File: src/hw/csp_pkg.sv
// Package with constants, encodings and carriers for the clock source and prescaler control.
package csp_pkg;

  // ****************************************************************
  // External oscillator type selection encodings
  // ****************************************************************
  localparam logic [2:0] CSP_XSEL_WATCH  = 3'h0;  // 32.768 kHz watch crystal.
  localparam logic [2:0] CSP_XSEL_R04_2  = 3'h1;  // 0.4 to 2 MHz low swing.
  localparam logic [2:0] CSP_XSEL_R2_9   = 3'h2;  // 2 to 9 MHz low swing.
  localparam logic [2:0] CSP_XSEL_R9_12  = 3'h3;  // 9 to 12 MHz low swing.
  localparam logic [2:0] CSP_XSEL_R12_16 = 3'h4;  // 12 to 16 MHz low swing.
  localparam logic [2:0] CSP_XSEL_EXTCLK = 3'h5;  // External clock on the input pin.
  localparam logic [2:0] CSP_XSEL_RST    = 3'h0;  // Reset value of the type field.

  // ****************************************************************
  // PLL input encodings and limits
  // ****************************************************************
  localparam logic [1:0] CSP_PSRC_RC2M   = 2'h0;  // Internal 2 MHz RC.
  localparam logic [1:0] CSP_PSRC_R32M4  = 2'h1;  // Ring oscillator divided by four.
  localparam logic [1:0] CSP_PSRC_CRYSTAL_OSCILLATOR   = 2'h2;  // External crystal oscillator.
  localparam logic [1:0] CSP_PSRC_EXTCLK = 2'h3;  // External clock.
  localparam logic [4:0] CSP_PFAC_MIN    = 5'h01; // Smallest multiplication factor.
  localparam logic [4:0] CSP_PFAC_MAX    = 5'h1f; // Largest multiplication factor.
  localparam logic [4:0] CSP_PFAC_RST    = 5'h01; // Reset multiplication factor.

  // ****************************************************************
  // System clock source encodings
  // ****************************************************************
  localparam logic [2:0] CSP_SCLK_RC2M  = 3'h0;  // Internal 2 MHz RC.
  localparam logic [2:0] CSP_SCLK_RC32K = 3'h1;  // Internal 32 kHz RC.
  localparam logic [2:0] CSP_SCLK_R32M  = 3'h2;  // Internal 32 MHz ring.
  localparam logic [2:0] CSP_SCLK_CRYSTAL_OSCILLATOR  = 3'h3;  // External oscillator.
  localparam logic [2:0] CSP_SCLK_PLL   = 3'h4;  // PLL output.

  // ****************************************************************
  // Prescaler encodings and timing counts
  // ****************************************************************
  localparam logic [3:0] CSP_PSA_RST     = 4'h0;  // Stage A log2 divide, 0 passes.
  localparam logic [3:0] CSP_PSA_MAX     = 4'h9;  // Stage A divides by 512 at most.
  localparam logic [1:0] CSP_PSBC_RST    = 2'h0;  // Stages B and C pass.
  localparam logic [1:0] CSP_PSBC_MAX    = 2'h2;  // Combined B and C divide of four.
  localparam logic [7:0] CSP_SIGNATURE   = 8'hd8; // Protection unlock signature.
  localparam int         CSP_WIN_CYC     = 4;     // Protected window in cycles.
  localparam int         CSP_EXT_START   = 6;     // External clock start-up edges.
  localparam int         CSP_PLL_LOCK    = 64;    // PLL lock in reference cycles.
  localparam int         CSP_XTAL_START  = 16;    // Crystal start-up edges, arbitrary.

  // ****************************************************************
  // Carriers
  // ****************************************************************
  // Configuration write request from the CPU.
  typedef struct packed {
    logic       crystal_oscillator_cfg_wr;  // Write oscillator type and low-power bit.
    logic [2:0] crystal_oscillator_sel;     // Oscillator type.
    logic       crystal_oscillator_lpm;     // Watch crystal low-power request.
    logic       pll_cfg_wr;   // Write PLL factor and source.
    logic [4:0] pll_fac;      // PLL factor.
    logic [1:0] pll_src;      // PLL source.
    logic       sclk_wr;      // Write system clock source.
    logic [2:0] sclk_sel;     // System clock source.
    logic       psc_wr;       // Write prescalers.
    logic [3:0] psa;          // Stage A log2 divide.
    logic [1:0] psb;          // Stage B log2 divide.
    logic [1:0] psc;          // Stage C log2 divide.
    logic       lock_wr;      // Set the lock bit.
  } csp_cfg_t;

  // Oscillator readiness inputs from the analog cells.
  typedef struct packed {
    logic rc2m;   // 2 MHz RC ready.
    logic rc32k;  // 32 kHz RC ready.
    logic r32m;   // 32 MHz ring ready.
  } csp_rdy_t;

  // Sleep mode encodings.
  typedef enum logic [2:0] {
    CSP_SLP_IDLE = 3'h0,
    CSP_SLP_PDOWN = 3'h2,
    CSP_SLP_PSAVE = 3'h3,
    CSP_SLP_STBY = 3'h6,
    CSP_SLP_XSTBY = 3'h7,
    CSP_SLP_NONE = 3'h1
  } csp_sleep_t;

  // External oscillator start state, Gray along the path.
  typedef enum logic [1:0] {
    CSP_X_OFF   = 2'b00,
    CSP_X_START = 2'b01,
    CSP_X_READY = 2'b11
  } csp_xst_t;

endpackage

File: src/hw/csp_clock_ctrl.sv
// Clock source, PLL and prescaler control with protection, locking and sleep handling.
`timescale 1ns/1ps
module csp_clock_ctrl (
  // Clock and reset.
  input  wire logic                sys_clk,
  input  wire logic                resetn,
  // Protection register write.
  input  wire logic                prot_wr,
  input  wire logic [7:0]          prot_data,
  // Configuration requests.
  input  wire csp_pkg::csp_cfg_t   cfg,
  input  wire logic                ext_osc_enable_bit,
  input  wire logic                pll_enable_bit,
  input  wire logic                fail_det_en,
  // Analog side.
  input  wire csp_pkg::csp_rdy_t   int_rdy,
  input  wire logic                osc_in_edge,
  input  wire logic                ref_edge,
  input  wire logic                ext_fail,
  input  wire logic                rtc_enabled,
  input  wire csp_pkg::csp_sleep_t sleep_mode,
  // Status and control outputs.
  output logic                     ext_osc_ready_flag,
  output logic                     pll_ready_flag,
  output logic                     crystal_oscillator_run,
  output logic                     xtal_amp_en,
  output logic                     watch_crystal_low_power,
  output logic                     pll_run,
  output logic [2:0]               ext_osc_type_select,
  output logic [4:0]               pll_multiply_factor,
  output logic [1:0]               pll_input_select,
  output logic [2:0]               sclk_sel,
  output logic [3:0]               psa_div,
  output logic [1:0]               psb_div,
  output logic [1:0]               psc_div,
  output logic                     int_osc_run,
  output logic                     rtc_osc_run,
  output logic                     cfg_locked,
  output logic                     prot_open,
  output logic                     irq_block,
  output logic                     nmi
);
  import csp_pkg::*;

  // ****************************************************************
  // State
  // ****************************************************************
  logic [2:0] xsel_q, xsel_d;          // Oscillator type.
  logic       xlpm_q, xlpm_d;          // Low-power request bit.
  logic       xen_q, xen_d;            // Oscillator enable held.
  csp_xst_t   xst_q, xst_d;            // Oscillator start state.
  logic [4:0] xcnt_q, xcnt_d;          // Start-up edge counter.
  logic [4:0] pfac_q, pfac_d;          // PLL factor.
  logic [1:0] psrc_q, psrc_d;          // PLL source.
  logic       pen_q, pen_d;            // PLL enable held.
  logic [6:0] pcnt_q, pcnt_d;          // PLL lock counter.
  logic       prdy_q, prdy_d;          // PLL ready.
  logic [2:0] sclk_q, sclk_d;          // System clock source.
  logic [3:0] psa_q, psa_d;            // Prescaler A.
  logic [1:0] psb_q, psb_d;            // Prescaler B.
  logic [1:0] psc_q, psc_d;            // Prescaler C.
  logic       lock_q, lock_d;          // Configuration lock.
  logic [2:0] win_q, win_d;            // Protected window counter.
  logic       nmi_q, nmi_d;            // Failure interrupt pulse.
  logic       run_q, run_d;            // Registered run enables.
  logic       irun_q, irun_d;          // Internal oscillators running.
  logic       rrun_q, rrun_d;          // RTC source running.
  logic       amp_q, amp_d;            // Crystal amplifier enable.
  logic       plr_q, plr_d;            // PLL run.
  logic       lpo_q, lpo_d;            // Effective low-power output.

  logic       wo_q, wo_d;              // Window open, registered for the flag outputs.
  logic       is_ext;                  // External clock type selected.
  logic [4:0] start_len;               // Required start-up edges.
  logic       src_rdy;                 // Readiness of the requested source.
  logic       osc_stop;                // Sleep mode stops oscillators.

  // ****************************************************************
  // Combinational next state
  // ****************************************************************
  // Computes every next value from requests, window and lock.
  always_comb
  begin
    is_ext = (xsel_q == CSP_XSEL_EXTCLK);
    // Start-up count, external clock or crystal
    start_len = is_ext ? 5'(CSP_EXT_START) : 5'(CSP_XTAL_START);
    // Sleep stopping modes
    osc_stop = (sleep_mode == CSP_SLP_PDOWN) || (sleep_mode == CSP_SLP_PSAVE);
    xsel_d = xsel_q;
    xlpm_d = xlpm_q;
    xen_d = xen_q;
    xst_d = xst_q;
    xcnt_d = xcnt_q;
    pfac_d = pfac_q;
    psrc_d = psrc_q;
    pen_d = pen_q;
    pcnt_d = pcnt_q;
    prdy_d = prdy_q;
    sclk_d = sclk_q;
    psa_d = psa_q;
    psb_d = psb_q;
    psc_d = psc_q;
    lock_d = lock_q;
    nmi_d = 1'b0;
    // Signature opens window; a consumed write closes it.
    win_d = wo_q ? 3'(win_q - 3'h1) : 3'h0;
    if (prot_wr && (prot_data == CSP_SIGNATURE))
    begin
      win_d = 3'(CSP_WIN_CYC);
    end
    if (cfg.crystal_oscillator_cfg_wr && !xen_q && !lock_q)
    begin
      if (cfg.crystal_oscillator_sel <= CSP_XSEL_EXTCLK)
      begin
        xsel_d = cfg.crystal_oscillator_sel;
      end
      xlpm_d = cfg.crystal_oscillator_lpm;
    end
    if (!lock_q)
    begin
      xen_d = ext_osc_enable_bit;
    end
    if (cfg.pll_cfg_wr && !pen_q && !lock_q)
    begin
      if ((cfg.pll_fac >= CSP_PFAC_MIN) && (cfg.pll_fac <= CSP_PFAC_MAX))
      begin
        pfac_d = cfg.pll_fac;
      end
      if (!((cfg.pll_src == CSP_PSRC_CRYSTAL_OSCILLATOR) && (xsel_q == CSP_XSEL_WATCH)))
      begin
        psrc_d = cfg.pll_src;
      end
    end
    if (!lock_q)
    begin
      pen_d = pll_enable_bit;
    end
    case (xst_q)
      CSP_X_OFF:
      begin
        xcnt_d = 5'h00;
        if (xen_q && !osc_stop)
        begin
          xst_d = CSP_X_START;
        end
      end
      CSP_X_START:
      begin
        if (!xen_q || osc_stop)
        begin
          xst_d = CSP_X_OFF;
        end
        else if (osc_in_edge)
        begin
          xcnt_d = 5'(xcnt_q + 5'h01);
          if (5'(xcnt_q + 5'h01) >= start_len)
          begin
            xst_d = CSP_X_READY;
          end
        end
      end
      CSP_X_READY:
      begin
        if (!xen_q || osc_stop)
        begin
          xst_d = CSP_X_OFF;
        end
      end
      default:
      begin
        xst_d = CSP_X_OFF;
      end
    endcase
    if (!pen_q || osc_stop)
    begin
      pcnt_d = 7'h00;
      prdy_d = 1'b0;
    end
    else if (ref_edge && !prdy_q)
    begin
      pcnt_d = 7'(pcnt_q + 7'h01);
      if (7'(pcnt_q + 7'h01) >= 7'(CSP_PLL_LOCK))
      begin
        prdy_d = 1'b1;
      end
    end
    // Readiness of the requested system source.
    case (cfg.sclk_sel)
      CSP_SCLK_RC2M:  src_rdy = int_rdy.rc2m;
      CSP_SCLK_RC32K: src_rdy = int_rdy.rc32k;
      CSP_SCLK_R32M:  src_rdy = int_rdy.r32m;
      CSP_SCLK_CRYSTAL_OSCILLATOR:  src_rdy = (xst_q == CSP_X_READY);
      CSP_SCLK_PLL:   src_rdy = prdy_q;
      default:        src_rdy = 1'b0;
    endcase
    if (wo_q && !lock_q && cfg.psc_wr)
    begin
      if ((cfg.psa <= CSP_PSA_MAX) && (3'(cfg.psb) + 3'(cfg.psc) <= 3'(CSP_PSBC_MAX)))
      begin
        psa_d = cfg.psa;
        psb_d = cfg.psb;
        psc_d = cfg.psc;
      end
      win_d = 3'h0;
    end
    else if (wo_q && !lock_q && cfg.sclk_wr)
    begin
      if (src_rdy)
      begin
        sclk_d = cfg.sclk_sel;
      end
      win_d = 3'h0;
    end
    else if (wo_q && cfg.lock_wr)
    begin
      lock_d = 1'b1;
      win_d = 3'h0;
    end
    if (fail_det_en && ext_fail && xen_q)
    begin
      lock_d = 1'b0;
      nmi_d = 1'b1;
      xen_d = 1'b0;
      xst_d = CSP_X_OFF;
      if (sclk_q == CSP_SCLK_CRYSTAL_OSCILLATOR || (sclk_q == CSP_SCLK_PLL && psrc_q[1]))
      begin
        sclk_d = CSP_SCLK_RC2M;
      end
    end
    irun_d = !osc_stop;
    rrun_d = !osc_stop || ((sleep_mode == CSP_SLP_PSAVE) && rtc_enabled);
    run_d = xen_d && !osc_stop;
    amp_d = run_d && !(xsel_d == CSP_XSEL_EXTCLK);
    plr_d = pen_d && !osc_stop;
    lpo_d = xlpm_d && (xsel_d == CSP_XSEL_WATCH);
    wo_d = (win_d != 3'h0);
  end

  // ****************************************************************
  // Registers
  // ****************************************************************
  // reset selects RC, undivided
  always_ff @(posedge sys_clk or negedge resetn)
  begin
    if (!resetn)
    begin
      xsel_q <= CSP_XSEL_RST;
      xlpm_q <= 1'b0;
      xen_q  <= 1'b0;
      xst_q  <= CSP_X_OFF;
      xcnt_q <= 5'h00;
      pfac_q <= CSP_PFAC_RST;
      psrc_q <= CSP_PSRC_RC2M;
      pen_q  <= 1'b0;
      pcnt_q <= 7'h00;
      prdy_q <= 1'b0;
      sclk_q <= CSP_SCLK_RC2M;
      psa_q  <= CSP_PSA_RST;
      psb_q  <= CSP_PSBC_RST;
      psc_q  <= CSP_PSBC_RST;
      lock_q <= 1'b0;
      win_q  <= 3'h0;
      nmi_q  <= 1'b0;
      run_q  <= 1'b0;
      irun_q <= 1'b1;
      rrun_q <= 1'b1;
      amp_q  <= 1'b0;
      plr_q  <= 1'b0;
      lpo_q  <= 1'b0;
      wo_q   <= 1'b0;
    end
    else
    begin
      xsel_q <= xsel_d;
      xlpm_q <= xlpm_d;
      xen_q  <= xen_d;
      xst_q  <= xst_d;
      xcnt_q <= xcnt_d;
      pfac_q <= pfac_d;
      psrc_q <= psrc_d;
      pen_q  <= pen_d;
      pcnt_q <= pcnt_d;
      prdy_q <= prdy_d;
      sclk_q <= sclk_d;
      psa_q  <= psa_d;
      psb_q  <= psb_d;
      psc_q  <= psc_d;
      lock_q <= lock_d;
      win_q  <= win_d;
      nmi_q  <= nmi_d;
      run_q  <= run_d;
      irun_q <= irun_d;
      rrun_q <= rrun_d;
      amp_q  <= amp_d;
      plr_q  <= plr_d;
      lpo_q  <= lpo_d;
      wo_q   <= wo_d;
    end
  end

  // ****************************************************************
  // Outputs
  // ****************************************************************
  // Every output is a flip-flop.
  assign ext_osc_ready_flag      = xst_q[1];
  assign pll_ready_flag          = prdy_q;
  assign crystal_oscillator_run                = run_q;
  assign xtal_amp_en             = amp_q;
  assign watch_crystal_low_power = lpo_q;
  assign pll_run                 = plr_q;
  assign ext_osc_type_select     = xsel_q;
  assign pll_multiply_factor     = pfac_q;
  assign pll_input_select        = psrc_q;
  assign sclk_sel                = sclk_q;
  assign psa_div                 = psa_q;
  assign psb_div                 = psb_q;
  assign psc_div                 = psc_q;
  assign int_osc_run             = irun_q;
  assign rtc_osc_run             = rrun_q;
  assign cfg_locked              = lock_q;
  assign prot_open               = wo_q;
  assign irq_block               = wo_q;
  assign nmi                     = nmi_q;

endmodule

File: config.mk
export PLATFORM = sky130hd
export DESIGN_NAME = csp_clock_ctrl
export DESIGN_NICKNAME = d
export VERILOG_FILES = /design/src/hw/csp_pkg.sv /design/src/hw/csp_clock_ctrl.sv
export SDC_FILE = /design/constraint.sdc
export NUM_CORES = 1
export LEC_CHECK = 0
export BUFFER_PORTS_ARGS = -buffer_cell sky130_fd_sc_hd__buf_2
export CAP_MARGIN = 20
export CORE_UTILIZATION = 40
export DETAILED_ROUTE_END_ITERATION = 16
export GPL_ROUTABILITY_DRIVEN = 1
export GPL_TIMING_DRIVEN = 0
export PLACE_DENSITY = 0.66
export SETUP_SLACK_MARGIN = 0.1
export SYNTH_ARGS = -nofsm -noshare
export SYNTH_HDL_FRONTEND = slang
export SYNTH_SLANG_ARGS = --single-unit
File: constraint.sdc
create_clock -name sys_clk -period 2.2 [get_ports sys_clk]
set_input_delay 0.11 -clock sys_clk [delete_from_list [all_inputs] [get_ports sys_clk]]
set_output_delay 0.11 -clock sys_clk [all_outputs]
set_load 0.01 [all_outputs]
======== Word level (Yosys, flattened, before mapping) ========
Index checks and enable logic that the tools add are counted.
storage, ports and cells
  bits of input ports ..................... 51
  logic and storage cells ................. 145
  flip-flop bits (word level) ............. 51
  output and inout bits ................... 33
cells by class
  $lt $le $gt $ge ......................... 7
  muxes and demuxes ....................... 38
  equal/unequal tests ..................... 22
  add/subtract/negate cells ............... 4
  reductions and logical operators ........ 49
  bitwise operators ....................... 1
operator list
  kind                                                                                  number
  3-bit 2-to-1 mux                                                                      12
  1-bit logical AND                                                                     22
  3-bit by 2-bit == test with 1-bit output (second input constant)                      5
  5-bit 2-to-1 mux                                                                      3
  7-bit 2-to-1 mux                                                                      2
  3-bit == test (second input constant)                                                 4
  1-bit 2-to-1 mux                                                                      12
  2-bit 2-to-1 mux                                                                      6
  5-bit case mux with 2 select lines                                                    1
  3-bit logical NOT                                                                     3
  8-bit == test (second input constant)                                                 1
  4-bit inequality test (second input constant)                                         2
  2-bit AND reduction                                                                   4
  2-bit nonzero test                                                                    4
  7-bit by 1-bit adder with 7-bit output (second input constant)                        1
  7-bit greater-or-equal comparator (second input constant)                             1
  1-bit logical NOT                                                                     6
  2-bit case mux with 3 select lines                                                    1
  3-bit AND reduction                                                                   2
  5-bit by 1-bit adder with 5-bit output (second input constant)                        1
  5-bit by 1-bit greater-or-equal comparator with 1-bit output (second input constant)  1
  5-bit greater-or-equal comparator                                                     1
  5-bit <= comparator (second input constant)                                           1
  1-bit logical OR                                                                      5
  17 further kinds                                                                      20

======== Longest topological paths before layout ========
Gate-level depths: netlist (run 1).
  depth after elaboration ................. 8
  mapped depth ............................ 8
  mapped depth without buffers ............ 8

======== Least setup slack after synthesis (run 1) ========
Ideal clock, no wire load.
  path type ............................... reg2reg
  start ................................... register lock_q, in the netlist cfg_locked
  end ..................................... register lpo_q, in the netlist watch_crystal_low_power
  data required time ...................... 2,106 ps
  setup slack ............................. 342 ps
  period minus slack after synthesis ...... 1,858 ps
  setup time .............................. 94 ps
  arrival ................................. 1,764 ps
  stages on the path, launching flop included .. 7
  buffers on the path ..................... 2
  cell sequence ........................... dfrtp_1 -> buf_6 -> or3b_4 -> buf_6 -> a21oi_1 -> mux2_4 -> nor4b_4
on the way
  longest elaborated chain between the ends .. 5
  elaborated cells on any way between the ends .. 6
  those cells by class .................... mux (2); reduce/logical (4)
RTL lines
  what                    RTL line               source
  from (decl)             csp_clock_ctrl.sv:62   logic lock_q, lock_d;
  from (signal assigned)  csp_clock_ctrl.sv:288  lock_q <= lock_d;
  1-bit logical NOT       csp_clock_ctrl.sv:111  if (cfg.crystal_oscillator_cfg_wr && !xen_q && !lock_q)
  1-bit logical AND       csp_clock_ctrl.sv:111
  3-bit 2-to-1 mux        csp_clock_ctrl.sv:111
  via xsel_d[0]           csp_clock_ctrl.sv:48   logic [2:0] xsel_q, xsel_d;
  3-bit logical NOT       csp_clock_ctrl.sv:235  lpo_d = xlpm_d && (xsel_d == CSP_XSEL_WATCH);
  1-bit logical AND       csp_clock_ctrl.sv:235
  via lpo_d               csp_clock_ctrl.sv:70   logic lpo_q, lpo_d;
  to (signal assigned)    csp_clock_ctrl.sv:296  lpo_q <= lpo_d;
  to (decl)               csp_clock_ctrl.sv:70
The timed path passes the listed nets, and every way through them passes these cells.
A chain may end at the register's enable or synchronous reset.

======== Final worst setup path (run 1) ========
Ends and elaborated chain as after synthesis.

==> results of run 1 <==
## logic make-up (layout without fill, tap and decap cells)
| logic type | Yosys count | after routing | share of synthesized area [%] |
|---|---|---|---|
| and+or+nand+nor | 97 | 97 | 21.03 |
| DFF | 51 | 51 | 52.35 |
| AOI/OAI and AO/OA | 31 | 31 | 8.035 |
| buffers and inverters | 17 | 110 | 3.378 |
| muxes | 16 | 16 | 7.216 |
| xor gates and xnor gates | 10 | 10 | 3.583 |
| adders and majority gates | 8 | 8 | 4.401 |
## layer usage
layer	up-vias	wire, um
met3	5	321
met1	908	2337
met2	58	2279
li1	977	-
met4	0	48
met5	-	0
## sequential cells by signal, indices dropped and copies added, names as in the netlist, 3 cells and up
name,flops
pll_multiply_factor,5
sclk_sel,3
xcnt_q,5
pcnt_q,7
win_q,3
ext_osc_type_select,3
psa_div,4
## layout make-up
type / instances / share of cell area, %
buffer: 5 / 1.217
clock buffer: 8 / 3.245
inverter: 12 / 1.460
multi-input combinational: 162 / 35.09
sequential: 51 / 41.50
tap: 75 / 3.043
timing repair buffer: 85 / 14.44
## through the flow
step / cell area [um2] / instances / total power (uW) / setup WS, ns / utilization, %
after global routing: 3084 / 398 / 2498 / 0.2296 / 52.09
after global placement: 2954 / 388 / 1762 / 0.3167 / 49.89
after CTS: 3084 / 398 / 2370 / 0.2725 / 52.09
final: 3084 / 398 / 2330 / 0.2765 / 52.09
after detailed placement: 2974 / 389 / 1787 / 0.2986 / 50.23
after floorplan: 2445 / 230 / 1517 / 0.3416 / -
## worst min path at each step
stage	slack, ns	end	cells past startpoint	startpoint
floorplan	-0.19	cfg_locked	0	resetn
global placement	0.31	rtc_osc_run	2	sleep_mode[0]
global route	0.01	pll_multiply_factor[1]	3	cfg[17]
CTS	0.01	rtc_osc_run	2	sleep_mode[0]
detailed placement	0.06	pll_multiply_factor[2]	1	resetn
finish	0.02	pll_multiply_factor[0]	3	cfg[16]
## layout by cell type, fill, tap and decap left out, types with 7 or more instances in the layout
cell type  count
nand3_1       13
inv_1         12
buf_2         83
nand2_1       36
xor2_1         8
o21ai_0       10
mux2_2         9
nor2_1        16
a21oi_1        7
ha_1           7
dfrtp_1       48
clkbuf_8       7
## worst max-delay path: stages, from the launching register on
cell,delay [ns]
dfrtp_1,0.40
buf_6,0.14
or3b_4,0.39
buf_6,0.14
a21oi_1,0.15
mux2_4,0.35
nor4b_4,0.26
## power by group
group	internal [uW]	switching, uW
registers	1090	89.7
clock network	287	284
logic	286	294
total	1660	668
## repair_timing
item	in CTS	in global routing
setup endpoints to repair	0	0
hold buffers	1	0
buffers inserted	0	0
hold endpoints to repair	13	0
==> flow_metrics.py, run 1 <==
metrics = {
    "flow_run": {
        "cap_violations": 0,
    },
    "layout": {
        "drive_above_1_share_pct": 35.60,
        "layout.nets": 381,
        "antennaDiodeCount": 0,
        "seqCellArea_um2": 1280,
        "n_fill_cell": 557,
        "multiInputGateArea_um2": 1082,
        "areaGrowthSynthToFinish_pct": 26.15,
    },
    "grt": {
        "grt_use_met2_pct": 27.69,
        "grt_pass1_wl_um": 8114,
        "use_met1_pct": 21.00,
        "grt_busiest_layer": "met2",
        "grt_usage_pct": 16.51,
        "gr-usage-met3_pct": 4.432,
        "grt_max_degree": 37,
        "antenna_found_initial": 0,
        "grt_remaining_overflow": 0,
        "grt_pass1_vias": 1836,
    },
    "sta": {
        "period_needed_ns": 1.923,
        "rsz0062_at_grt": "no",
        "fin_tns_setup_ns": 0,
        "tightest_slew_ns": 0.6097,
        "max_freq_ghz": 0.5199,
        "finClkSkew_ns": 0.005556,
        "whs_ns": 0.02136,
        "max-slew-margin-rel_pct": 58.92,
        "hold_violations": 0,
        "final_max_slew_viol_count": 0,
        "fin_crit_sh_pct": 87.43,
        "finalSetupViolations": 0,
    },
    "synth": {
        "yosysWarnings": 0,
        "yosys.cell_count.top_type": "dfrtp_1",
        "netlist_top_cells_count": "48 x dfrtp_1, 36 x nand2_1, 16 x nor2_1",
        "synth_area_leaders": "dfrtp_1 49%, nand2_1 5.5%, mux2_2 4.1%",
        "synth_top_area_cell": "dfrtp_1",
        "syn_area_um2": 2445,
        "syn_area_per_cell_um2": 10.63,
        "syn-num-nets": 289,
        "synth_top_cell_area_share_pct": 49.13,
        "synth_flop_cell": "dfrtp_1",
        "ys_types": 47,
        "yosysSeqAreaShare_pct": 52.35,
        "ys_seq_elements": 51,
        "syn_inst": 230,
        "synth_edf_count": 0,
        "async_flop_share_pct": 100.0,
    },
    "critical_path": {
        "end_kind": "flip-flop",
        "required_ns": 2.40,
        "path_class": "reg -> reg",
        "r2r_start": "cfg_locked",
        "crit_end": "watch_crystal_low_power",
        "rr_worst_depth": 6,
        "r2r_end": "watch_crystal_low_power",
        "cp_data_arrival_time_ns": 2.13,
        "reg2reg_slack_ns": 0.28,
        "start_kind": "flip-flop",
        "cp-startpoint": "cfg_locked",
        "crit_fanout": 8,
    },
    "placed_design": {
        "io_buffers": 83,
        "place.gp.congestion": 0.7493,
        "hpwl_um": 3952,
    },
    "cts": {
        "cts.clk_slew.worst_paths_ns": 0.09,
        "root_buffer": "clkbuf_8",
        "cts_resized": 0,
        "cts.path.max_buffers": 2,
        "cts_sinks": 51,
        "insertion_delay_ns": 0.30,
        "cts_made_buffers": 5,
        "cts_tree": "done",
        "cts.htree.levels": 2,
    },
    "routing": {
        "avgViaCountPerCell": 4.894,
        "drt-initial-drc-count": 94,
        "wl_per_cell_um": 12.53,
        "firstDrtPassIters": 4,
        "num_vias": 1948,
        "ant_nets": 0,
        "wirelength_um": 4987,
        "drcViolationCount": 0,
    },
    "floorplan": {
        "num_rows": 28,
        "die_x_um": 80.18,
        "die_area_um2": 6429,
        "start_util_pct": 41.29,
        "io_pins": 84,
        "die_h_um": 80.18,
        "core_um2": 5921,
    },
    "pwr": {
        "pwr_density_cell_nw_per_um2": 755.3,
        "p_leak_uw": 0.001617,
        "peakVddDrop_mv": 0.3433,
    },
    "outcome": {
        "outcome": "finished, final reports clean",
    },
    "worst_hold_path": {
        "hold_class": "in -> reg",
    },
}
(Power assumes the default switching activity.)
==> inputs of run 2 (changes only) <==
- PLACE_DENSITY: 0.66 -> 0.72
- REMOVE_ABC_BUFFERS: not set -> 1
==> run 2 against run 1 <==
Effect of this change: setup slack better by 0.081 ns; final cell count decreased by 0.75%; via count is 1.7% higher; total power up 3.0%; core utilization down 0.084 points; global-route usage grew 0.81 points; sequential power about the same; sequential share of layout area rose by 0.068 points; sequential cell count unchanged; first-iteration DRC count down 34%; clock-buffer cell count is 3 lower; clock power up 12%; critical path type unchanged; largest power group unchanged.
==> flow_metrics.py, run 2 (synthesized netlist as in run 1, its figures left out) <==
metrics = {
    "outcome": {
        "outcome": "finished, final reports clean",
    },
    "routing": {
        "drcViolationCount": 0,
        "wirelength_um": 5116,
        "wl_met1_um": 2349,
        "wl_per_cell_um": 12.95,
        "met3_length_um": 287,
        "drt-initial-drc-count": 62,
        "firstDrtPassIters": 4,
        "met2_length_um": 2418,
        "top_layer_used": "met4",
        "avgViaCountPerCell": 5.018,
        "ant_nets": 0,
        "num_vias": 1982,
    },
    "sta": {
        "final_max_slew_viol_count": 0,
        "fin_crit_sh_pct": 83.75,
        "hold_violations": 0,
        "whs_ns": 0.01612,
        "finalSetupViolations": 0,
        "max-slew-margin-rel_pct": 57.91,
        "period_needed_ns": 1.842,
        "max_freq_ghz": 0.5427,
        "tightest_slew_ns": 0.6314,
        "rsz0062_at_grt": "no",
        "fin_tns_setup_ns": 0,
        "finClkSkew_ns": 0.004057,
    },
    "floorplan": {
        "core_um2": 5921,
        "die_area_um2": 6429,
        "start_util_pct": 41.29,
        "die_x_um": 80.18,
        "io_pins": 84,
        "die_h_um": 80.18,
        "num_rows": 28,
    },
    "critical_path": {
        "crit_fanout": 9,
        "path_class": "reg -> reg",
        "cp_data_arrival_time_ns": 2.05,
        "r2r_start": "cfg_locked",
        "reg2reg_slack_ns": 0.36,
        "r2r_end": "watch_crystal_low_power",
        "rr_worst_depth": 4,
        "required_ns": 2.41,
        "start_kind": "flip-flop",
        "end_kind": "flip-flop",
    },
    "grt": {
        "grt_pass1_vias": 1957,
        "antenna_found_initial": 0,
        "grt_usage_pct": 17.32,
        "grt_pass1_wl_um": 8445,
        "grt_max_degree": 29,
        "grt_remaining_overflow": 0,
    },
    "placed_design": {
        "place.gp.congestion": 0.7985,
        "io_buffers": 83,
        "hpwl_um": 3963,
    },
    "cts": {
        "root_buffer": "clkbuf_8",
        "insertion_delay_ns": 0.29,
        "cts_sinks": 51,
        "cts_tree": "done",
        "cts.clk_slew.worst_paths_ns": 0.09,
        "cts_made_buffers": 5,
        "cts_resized": 0,
        "cts.path.max_buffers": 2,
        "cts.htree.levels": 2,
    },
    "worst_hold_path": {
        "worstHoldStart": "sleep_mode[0]",
        "hold_class": "in -> reg",
        "holdPathStages": 2,
        "worstHoldEndpoint": "rtc_osc_run",
    },
    "layout": {
        "n_fill_cell": 561,
        "largest_reg_flops": 7,
        "areaGrowthSynthToFinish_pct": 25.95,
        "multiInputGateArea_um2": 1082,
        "largest_register": "pcnt_q",
        "final_common_cell": "buf_2",
        "post-route-util_pct": 52.01,
        "layout.nets": 378,
        "antennaDiodeCount": 0,
        "drive_above_1_share_pct": 35.31,
        "final_cell_mix": "83 x buf_2, 48 x dfrtp_1, 36 x nand2_1, 16 x nor2_1, 13 x nand3_1",
        "seqCellArea_um2": 1280,
    },
    "pwr": {
        "pwr_density_cell_nw_per_um2": 778.9,
        "p_leak_uw": 0.001612,
        "peakVddDrop_mv": 0.4379,
        "power_uw": 2398,
    },
    "flow_run": {
        "cap_violations": 0,
    },
}
run 2: changes by cell type in the layout (fill, tap and decap cells not counted), sizes merged:
cell,previous run,this run
clkbuf,10,5
buf,87,84
clkinv,0,2
dlygate4sd3,1,3
bufinv,0,1
run 2: area by class of cell:
class                      instances  share of cell area [%]
sequential                        51                   41.57
multi-input combinational        162                   35.15
timing repair buffer              87                   15.12
tap                               75                   3.048
clock buffer                       5                   2.235
inverter                          12                   1.463
clock inverter                     3                   1.422
run 2: worst max-delay path: stages (launching register included):
cell and delay, ns:
dfrtp_1 0.51, or3b_4 0.49, a21oi_1 0.17, mux2_4 0.35
nor4b_4 0.24
run 2: what timing repair did:
| action | 4_1_cts | 5_1_grt |
|---|---|---|
| buffers inserted | 0 | 0 |
| hold buffers | 2 | 1 |
| hold endpoints to repair | 25 | 1 |
| setup endpoints to repair | 0 | 0 |
run 2: metrics by stage:
| stage | instances | cell area, um2 | worst slack [ns] |
|---|---|---|---|
| floorplan | 225 | 2407 | 0.4512 |
| global placement | 383 | 2917 | 0.3644 |
| detailed placement | 384 | 2937 | 0.3277 |
| CTS | 394 | 3069 | 0.3404 |
| global route | 395 | 3079 | 0.2420 |
| finish | 395 | 3079 | 0.3575 |
run 2: worst max-delay path by stage:
stage,start,end,slack [ns],depth (start not counted)
6_report,cfg_locked,watch_crystal_low_power,0.36,4
5_1_grt,xcnt_q[0],xst_q[1],0.24,8
4_1_cts,cfg_locked,watch_crystal_low_power,0.34,4
3_5_place_dp,cfg[1],psa_div[3],0.33,7
3_3_place_gp,cfg[1],psa_div[2],0.36,7
2_1_floorplan,cfg_locked,watch_crystal_low_power,0.45,4
run 2: routing by layer:
metal / global-route usage, % / up-vias
li1: - / 969
met1: 20.74 / 947
met2: 30.17 / 60
met3: 4.545 / 6
met4: 5.536 / 0
met5: 0 / -
run 2: report_power, final:
| part | internal, uW | switching, uW |
|---|---|---|
| Combinational | 276 | 290 |
| Clock | 339 | 304 |
| Sequential | 1090 | 101 |
| Total | 1700 | 695 |
